## src/hdl/audio_port_pkg.sv

```systemverilog
package audio_port_pkg;
  localparam int ADDR_W = 8;
  localparam int DATA_W = 8;
  localparam logic [7:0] REG_POWER = 8'h01;
  localparam logic [7:0] REG_IRQ = 8'h02;
  localparam logic [7:0] REG_PA1 = 8'h03;
  localparam logic [7:0] REG_PA2 = 8'h04;
  localparam logic [7:0] REG_PB1 = 8'h05;
  // power register fields
  localparam int PW_CONV = 0;
  localparam int PW_RX = 1;
  localparam int PW_TX = 2;
  localparam int PW_PB = 3;
  localparam int PW_PA = 4;
  localparam int PW_ALL = 5;
  localparam int PW_RESET = 7;
  // port control one fields
  localparam int PC_FMT_LO = 0;
  localparam int PC_MODE = 3;
  localparam int PC_SEL_LO = 4;
  localparam int PC_MUTE = 6;
  // port A control two fields
  localparam int PC_DIV_LO = 0;
  localparam int PC_CLK_LO = 2;
  // writable masks and resets
  localparam logic [7:0] POWER_MASK = 8'h3F;
  localparam logic [7:0] PORT1_MASK = 8'h7F;
  localparam logic [7:0] PORT2_MASK = 8'h0F;
  localparam logic [7:0] POWER_RST = 8'h00;
  localparam logic [7:0] PORT1_RST = 8'h00;
  localparam logic [7:0] PORT2_RST = 8'h00;
  // master clock figures
  localparam int DIV_BASE = 128;
  localparam int BCK_RATIO = 64;
  localparam int HALF_BASE = DIV_BASE / (2 * BCK_RATIO);
  localparam int HALF_W = 3;
  localparam int BCK_HALF_FRAME = BCK_RATIO / 2;
  localparam int BCK_CNT_W = 5;

  typedef enum logic [1:0] {
    OUT_OWN = 2'b00,
    OUT_OTHER = 2'b01,
    OUT_RX = 2'b10,
    OUT_CONV = 2'b11
  } out_sel_t;

  typedef enum logic [1:0] {
    MCLK_MAIN = 2'b00,
    MCLK_RX_IN = 2'b01,
    MCLK_RECOVERED = 2'b10,
    MCLK_RESERVED = 2'b11
  } mclk_sel_t;

  typedef enum logic [1:0] {
    JUST_LEFT = 2'b00,
    JUST_I2S = 2'b01,
    JUST_RIGHT = 2'b10,
    JUST_UNUSED = 2'b11
  } just_t;

  typedef struct packed {
    just_t just;
    logic [4:0] word_len;
  } fmt_t;

  typedef struct packed {
    logic serial_out;
    logic frame_out;
    logic frame_oe;
    logic bit_out;
    logic bit_oe;
  } port_pins_t;

  typedef struct packed {
    logic conv;
    logic rx;
    logic tx;
    logic port_a;
    logic port_b;
  } block_en_t;

  typedef struct packed {
    logic conv;
    logic rx;
    logic tx;
  } irq_t;

  typedef struct packed {
    logic own;
    logic other;
    logic rx;
    logic conv;
  } data_src_t;
endpackage : audio_port_pkg

```

## src/hdl/audio_port_power_control.sv

```systemverilog
`timescale 1ns/100ps
module audio_port_power_control (
  input wire logic clk,
  input wire logic nrst,
  input wire logic [audio_port_pkg::ADDR_W-1:0] reg_addr,
  input wire logic [audio_port_pkg::DATA_W-1:0] reg_wdata,
  input wire logic reg_wr,
  input wire logic reg_rd,
  output logic [audio_port_pkg::DATA_W-1:0] reg_rdata,
  output logic reg_rvalid,
  input wire audio_port_pkg::irq_t irq_in,
  input wire logic main_master_clock,
  input wire logic receiver_clock_input,
  input wire logic recovered_receiver_clock,
  input wire audio_port_pkg::data_src_t port_a_data,
  input wire audio_port_pkg::data_src_t port_b_data,
  output audio_port_pkg::port_pins_t port_a_pins,
  output audio_port_pkg::port_pins_t port_b_pins,
  output audio_port_pkg::block_en_t block_enable,
  output audio_port_pkg::fmt_t port_a_format,
  output audio_port_pkg::fmt_t port_b_format,
  output logic soft_reset_pulse
);
  import audio_port_pkg::*;

  logic rst_meta_r;
  logic rst_sync_r;
  logic [7:0] power_r;
  logic [7:0] pa_one_r;
  logic [7:0] pa_two_r;
  logic [7:0] pb_one_r;
  logic srst_r;
  logic mclk_q_r;
  logic mclk_sel;
  logic mclk_edge;
  logic [HALF_W-1:0] half_cnt_r;
  logic [HALF_W-1:0] half_len;
  logic [BCK_CNT_W-1:0] bck_cnt_r;
  logic bck_r;
  logic frame_clock_r;
  logic gen_run;
  logic a_en;
  logic b_en;
  logic a_master;
  logic b_master;

  function automatic fmt_t decode_fmt(input logic [2:0] code);
    fmt_t f;
    f.just = JUST_RIGHT;
    f.word_len = 5'd24;
    case (code)
      3'b000: begin
        f.just = JUST_LEFT;
      end
      3'b001: begin
        f.just = JUST_I2S;
      end
      3'b010, 3'b011: begin
        f.just = JUST_UNUSED;
      end
      3'b100: begin
        f.word_len = 5'd16;
      end
      3'b101: begin
        f.word_len = 5'd18;
      end
      3'b110: begin
        f.word_len = 5'd20;
      end
      default: begin
        f.word_len = 5'd24;
      end
    endcase
    return f;
  endfunction : decode_fmt

  function automatic logic pick_src(input logic [1:0] sel, input data_src_t d);
    logic v;
    v = 1'b0;
    case (out_sel_t'(sel))
      OUT_OWN: v = d.own;
      OUT_OTHER: v = d.other;
      OUT_RX: v = d.rx;
      OUT_CONV: v = d.conv;
      default: v = 1'b0;
    endcase
    return v;
  endfunction : pick_src

  // reset release
  always_ff @(posedge clk or negedge nrst) begin
    if (!nrst) begin
      rst_meta_r <= 1'b0;
      rst_sync_r <= 1'b0;
    end else begin
      rst_meta_r <= 1'b1;
      rst_sync_r <= rst_meta_r;
    end
  end

  // software reset request, self clearing
  always_ff @(posedge clk or negedge rst_sync_r) begin
    if (!rst_sync_r) begin
      srst_r <= 1'b0;
    end else begin
      srst_r <= reg_wr && reg_addr == REG_POWER && reg_wdata[PW_RESET];
    end
  end

  // control registers
  always_ff @(posedge clk or negedge rst_sync_r) begin
    if (!rst_sync_r) begin
      power_r <= POWER_RST;
      pa_one_r <= PORT1_RST;
      pa_two_r <= PORT2_RST;
      pb_one_r <= PORT1_RST;
    end else if (srst_r) begin
      power_r <= POWER_RST;
      pa_one_r <= PORT1_RST;
      pa_two_r <= PORT2_RST;
      pb_one_r <= PORT1_RST;
    end else if (reg_wr) begin
      case (reg_addr)
        REG_POWER: begin
          power_r <= reg_wdata & POWER_MASK;
        end
        REG_PA1: begin
          pa_one_r <= reg_wdata & PORT1_MASK;
        end
        REG_PA2: begin
          pa_two_r <= reg_wdata & PORT2_MASK;
        end
        REG_PB1: begin
          pb_one_r <= reg_wdata & PORT1_MASK;
        end
        default: begin
        end
      endcase
    end
  end

  // register reads
  always_ff @(posedge clk or negedge rst_sync_r) begin
    if (!rst_sync_r) begin
      reg_rdata <= '0;
      reg_rvalid <= 1'b0;
    end else begin
      reg_rvalid <= reg_rd;
      if (reg_rd) begin
        case (reg_addr)
          REG_POWER: reg_rdata <= power_r;
          REG_IRQ: reg_rdata <= {5'h00, irq_in.tx, irq_in.rx, irq_in.conv};
          REG_PA1: reg_rdata <= pa_one_r;
          REG_PA2: reg_rdata <= pa_two_r;
          REG_PB1: reg_rdata <= pb_one_r;
          default: reg_rdata <= '0;
        endcase
      end
    end
  end

  assign a_en = power_r[PW_ALL] & power_r[PW_PA];
  assign b_en = power_r[PW_ALL] & power_r[PW_PB];
  assign a_master = pa_one_r[PC_MODE];
  assign b_master = pb_one_r[PC_MODE];
  assign gen_run = (a_master & a_en) | (b_master & b_en);

  // master clock source select
  always_comb begin
    case (mclk_sel_t'(pa_two_r[PC_CLK_LO +: 2]))
      MCLK_MAIN: mclk_sel = main_master_clock;
      MCLK_RX_IN: mclk_sel = receiver_clock_input;
      MCLK_RECOVERED: mclk_sel = recovered_receiver_clock;
      default: mclk_sel = 1'b0;
    endcase
  end

  assign mclk_edge = mclk_sel & ~mclk_q_r;
  assign half_len = HALF_W'(HALF_BASE) * (HALF_W'(pa_two_r[PC_DIV_LO +: 2]) + 3'd1);

  always_ff @(posedge clk or negedge rst_sync_r) begin
    if (!rst_sync_r) begin
      mclk_q_r <= 1'b0;
    end else begin
      mclk_q_r <= mclk_sel;
    end
  end

  // bit clock: half period of 1..4 master clock edges
  always_ff @(posedge clk or negedge rst_sync_r) begin
    if (!rst_sync_r) begin
      half_cnt_r <= '0;
      bck_r <= 1'b0;
    end else if (!gen_run) begin
      half_cnt_r <= '0;
      bck_r <= 1'b0;
    end else if (mclk_edge) begin
      if (half_cnt_r == half_len - 3'd1) begin
        half_cnt_r <= '0;
        bck_r <= ~bck_r;
      end else begin
        half_cnt_r <= half_cnt_r + 3'd1;
      end
    end
  end

  // frame clock: toggles every 32 bit clock periods
  always_ff @(posedge clk or negedge rst_sync_r) begin
    if (!rst_sync_r) begin
      bck_cnt_r <= '0;
      frame_clock_r <= 1'b0;
    end else if (!gen_run) begin
      bck_cnt_r <= '0;
      frame_clock_r <= 1'b0;
    end else if (mclk_edge && bck_r && half_cnt_r == half_len - 3'd1) begin
      if (bck_cnt_r == BCK_CNT_W'(BCK_HALF_FRAME - 1)) begin
        bck_cnt_r <= '0;
        frame_clock_r <= ~frame_clock_r;
      end else begin
        bck_cnt_r <= bck_cnt_r + 5'd1;
      end
    end
  end

  // port A pins
  always_ff @(posedge clk or negedge rst_sync_r) begin
    if (!rst_sync_r) begin
      port_a_pins <= '0;
    end else begin
      port_a_pins.serial_out <= a_en & ~pa_one_r[PC_MUTE]
        & pick_src(pa_one_r[PC_SEL_LO +: 2], port_a_data);
      port_a_pins.frame_out <= a_en & a_master & frame_clock_r;
      port_a_pins.bit_out <= a_en & a_master & bck_r;
      port_a_pins.frame_oe <= a_master;
      port_a_pins.bit_oe <= a_master;
    end
  end

  // port B pins, master clocks from the port A generator
  always_ff @(posedge clk or negedge rst_sync_r) begin
    if (!rst_sync_r) begin
      port_b_pins <= '0;
    end else begin
      port_b_pins.serial_out <= b_en & ~pb_one_r[PC_MUTE]
        & pick_src(pb_one_r[PC_SEL_LO +: 2], port_b_data);
      port_b_pins.frame_out <= b_en & b_master & frame_clock_r;
      port_b_pins.bit_out <= b_en & b_master & bck_r;
      port_b_pins.frame_oe <= b_master;
      port_b_pins.bit_oe <= b_master;
    end
  end

  // block enables and formats
  always_ff @(posedge clk or negedge rst_sync_r) begin
    if (!rst_sync_r) begin
      block_enable <= '0;
      port_a_format <= decode_fmt(3'b000);
      port_b_format <= decode_fmt(3'b000);
      soft_reset_pulse <= 1'b0;
    end else begin
      block_enable.conv <= power_r[PW_ALL] & power_r[PW_CONV];
      block_enable.rx <= power_r[PW_ALL] & power_r[PW_RX];
      block_enable.tx <= power_r[PW_ALL] & power_r[PW_TX];
      block_enable.port_a <= a_en;
      block_enable.port_b <= b_en;
      port_a_format <= decode_fmt(pa_one_r[PC_FMT_LO +: 3]);
      port_b_format <= decode_fmt(pb_one_r[PC_FMT_LO +: 3]);
      soft_reset_pulse <= srst_r;
    end
  end
endmodule : audio_port_power_control

```

## config.mk

```make
export PLATFORM = sky130hd
export DESIGN_NAME = audio_port_power_control
export DESIGN_NICKNAME = d
export VERILOG_FILES = /design/src/hdl/audio_port_pkg.sv /design/src/hdl/audio_port_power_control.sv
export SDC_FILE = /design/constraint.sdc
export NUM_CORES = 1
export LEC_CHECK = 0
export ABC_AREA = 1
export BUFFER_PORTS_ARGS = -buffer_cell sky130_fd_sc_hd__buf_2
export CAP_MARGIN = 20
export CORE_MARGIN = 3
export CORE_UTILIZATION = 40
export CTS_BUF_LIST = sky130_fd_sc_hd__clkbuf_2
export DETAILED_ROUTE_END_ITERATION = 12
export PLACE_DENSITY = 0.65
export SLEW_MARGIN = 20
export SYNTH_ARGS = -nofsm -noshare
export SYNTH_HDL_FRONTEND = slang
export SYNTH_SLANG_ARGS = --single-unit
export TNS_END_PERCENT = 30
```

## constraint.sdc

```tcl
create_clock -name clk -period 2 [get_ports clk]
set_input_delay 0.4 -clock clk [delete_from_list [all_inputs] [get_ports clk]]
set_output_delay 0.4 -clock clk [all_outputs]
set_load 0.02 [all_outputs]
```

==> reports/qor.txt <==
most frequent cells after synthesis: 94 x nand2_1, 68 x dfrtp_1, 38 x nand3_1, 35 x inv_1, 21 x nor2_1
Leak: 2.014 nW
r2r endpoint: bck_cnt_r[0]
asr flop ratio synth: 1.000
DR pass1 iterations: 4
vias in the first global route: 2416
fmax: 633.0 MHz
sequential share of the synthesized area: 0.5546
antenna violation net count after detailed routing: 0
pwr dens: 728.0 nW/um^2
crit-path max FO: 1
Hold Crit Depth: 1
Crit Path Class: reg -> out
critical path arrival: 1.18 ns
core region area: 7447 um^2
IO Port Bufs: 67
top-count cell post-synth: nand2_1
HP Start: reg_rd
number of flops mapped to enable cells by yosys: 0
final wirelength: 6.945 mm
Synth area leaders: dfrtp_1 54%, nand2_1 11%, nand3_1 6.0%, inv_1 4.2%, o21ai_1 2.8%
pin count of the biggest net entering global routing: 32
CP Data Required Time: 1.60 ns
Final Max Slew Viols: 0
crit start category: register
crit-path cells: buf_2
RSZ-0062 raised after global routing: false
TritonCTS clock tree: done
area occupied by multi-input gates: 1189 um^2
Clock Latency Late Sink: 0.50 ns
worst slack, placed: 0.3709 ns
Worst R2R Start: bck_cnt_r[0]
drt drc: 0
fin crit share: 0.7899
worst-margin pin slew: 0.6000 ns
nets: 467
final setup fails: 0
Buf/Inv on CP: 1
# Post-CTS Setup Buffers: 0
Slowest Stage Delay on Critical Path: 0.56 ns
Fin. Hold Viols: 0
vias per inst: 4.719
Hold EP: reg_rvalid
Total GRT Usage: 0.1688
Final Util: 0.5017
Fin Setup TNS: 0 ns
placed insts: 517
cts bufs inserted: 9
Starting Density: 0.4247
clk sinks: 70
synthesis-stage register bit count: 70
hpwl dp: 5.355 mm
relative slew slack: 0.5987
synthesized cell area: 3163 um^2
Yosys cell types: 28
Max Buffers Root-to-Sink: 2
die width: 94.93 um
Cells after Synth: 357
first-pass GRT wire length: 11.64 mm
Starting DRT DRC Count: 112
cts repair resizes: 0
die area: 9011 um^2
initial antenna violation count: 0
area grow syn2layout: 18.12%
Worst setup EP type: output pin
number of max-cap violations: 0
Yosys top cell by area: dfrtp_1
Max VDD drop: 0.2938 mV
Post-synth top flop: dfrtp_1
Hold-fix buffers, CTS: 1
Clock Skew: 0.04703 ns
number of inserted diodes: 0
Largest delay share family, worst path: flip-flops
outcome: finished clean
Yosys top cell area share: 0.5380
num ports: 73
layout cells sized above 1: 0.2529
post-route setup slack: 0.4203 ns
Routed wire per std cell: 13.01 um
Hold Crit Class: in -> reg
Vias: 2520
flop2flop setup slack: 0.46 ns
CTS root buf: clkbuf_2
synthesized area per cell: 8.860 um^2
placer congestion estimate: 0.8602
Synth warnings: 0
filler instances: 755
H-tree Lvls: 3
Clock transition at path regs: 0.20 ns
gr ovfl total: 0
Finished Layout Cells: 534
Register Area: 1755 um^2
row cnt: 31
Reg2Reg Depth: 8
overall die height: 94.93 um
Period minus WS final: 1.580 ns
Max stage delay cell, worst path: dfstp_2
-- flip-flops by register name, indices dropped and copies added (netlist names), 3 cells and up --
name           flops
pa_one_r           7
pb_one_r           7
reg_rdata          7
power_r            6
bck_cnt_r          5
block_enable       5
port_a_format      5
port_b_format      5
pa_two_r           4
port_a_pins        4
port_b_pins        4
half_cnt_r         3
-- cell type report --
| class | count | share of cell area |
|---|---|---|
| Tap cell | 99 | 0.03315 |
| Inverter | 40 | 0.04019 |
| Timing Repair Buffer | 71 | 0.1018 |
| Sequential cell | 70 | 0.4699 |
| Clock buffer | 10 | 0.01340 |
| Multi-Input combinational cell | 238 | 0.3182 |
| Clock inverter | 6 | 0.02344 |
-- stage by stage --
step | power [W] | instance area, um^2 | hold WS (ns)
floorplan | 0.001722 | 3179 | 0.1044
global placement | 0.001822 | 3588 | 0.1888
detailed placement | 0.001828 | 3588 | 0.1893
CTS | 0.002747 | 3736 | 0.1074
global route | 0.002856 | 3736 | 0.06538
finish | 0.002720 | 3736 | 0.1347
-- per-layer routing --
metal	global-route usage	vias to the layer above	share of wire
met5	0	-	0
li1	-	1288	-
met3	0.02869	11	0.045
met2	0.2543	57	0.46
met4	0.06971	0	0.017
met1	0.2411	1164	0.48
-- cell families (layout without fill, tap and decap cells) --
logic type,count (synthesis),count (layout),share of synthesized area
flip-flops,70,70,0.5546
AO/OA/AOI/OAI,54,54,0.1005
other,2,6,0.002374
buffers and inverters,53,127,0.07437
adder cells (fa/ha/maj),3,3,0.01187
AND/OR/NAND/NOR,175,175,0.2563
-- power by group --
group	internal [W]	total (W)	switching, W
sequential	0.00148	0.00154	0.0000631
combinational	0.0000903	0.000256	0.000165
clock	0.000417	0.000921	0.000504
total	0.00199	0.00272	0.000733
-- placed cells by master (no fill, tap or decap), types with 2 or more instances in the layout --
| master | count |
|---|---|
| bufinv_16 | 2 |
| nand3_1 | 38 |
| clkinvlp_4 | 2 |
| dfrtp_1 | 67 |
| ha_1 | 3 |
| a21oi_1 | 9 |
| a31oi_1 | 5 |
| inv_1 | 35 |
| conb_1 | 6 |
| nand2_1 | 94 |
| o21ai_1 | 18 |
| dfstp_2 | 2 |
| nor2_4 | 3 |
| nor2_1 | 21 |
| buf_4 | 2 |
| clkbuf_2 | 10 |
| inv_2 | 5 |
| nand2_2 | 2 |
| buf_2 | 67 |
| nand2_4 | 5 |
| a31oi_2 | 3 |
| nor3_1 | 3 |
| nand4_1 | 4 |
| o21ai_0 | 17 |
-- worst max-delay path by stage --
stage                startpoint               end  slack [ns]  depth (start not counted)
2_1_floorplan      bck_cnt_r[0]      bck_cnt_r[0]        0.60                          8
3_3_place_gp        reg_addr[7]       pa_one_r[5]        0.40                          7
3_5_place_dp        reg_addr[5]       pa_one_r[5]        0.37                          7
4_1_cts        port_a_format[3]  port_a_format[3]        0.37                          1
5_1_grt            bck_cnt_r[0]      bck_cnt_r[0]        0.31                          8
6_report       port_a_format[3]  port_a_format[3]        0.42                          1
Note: power is estimated with default switching activity, not from simulation.
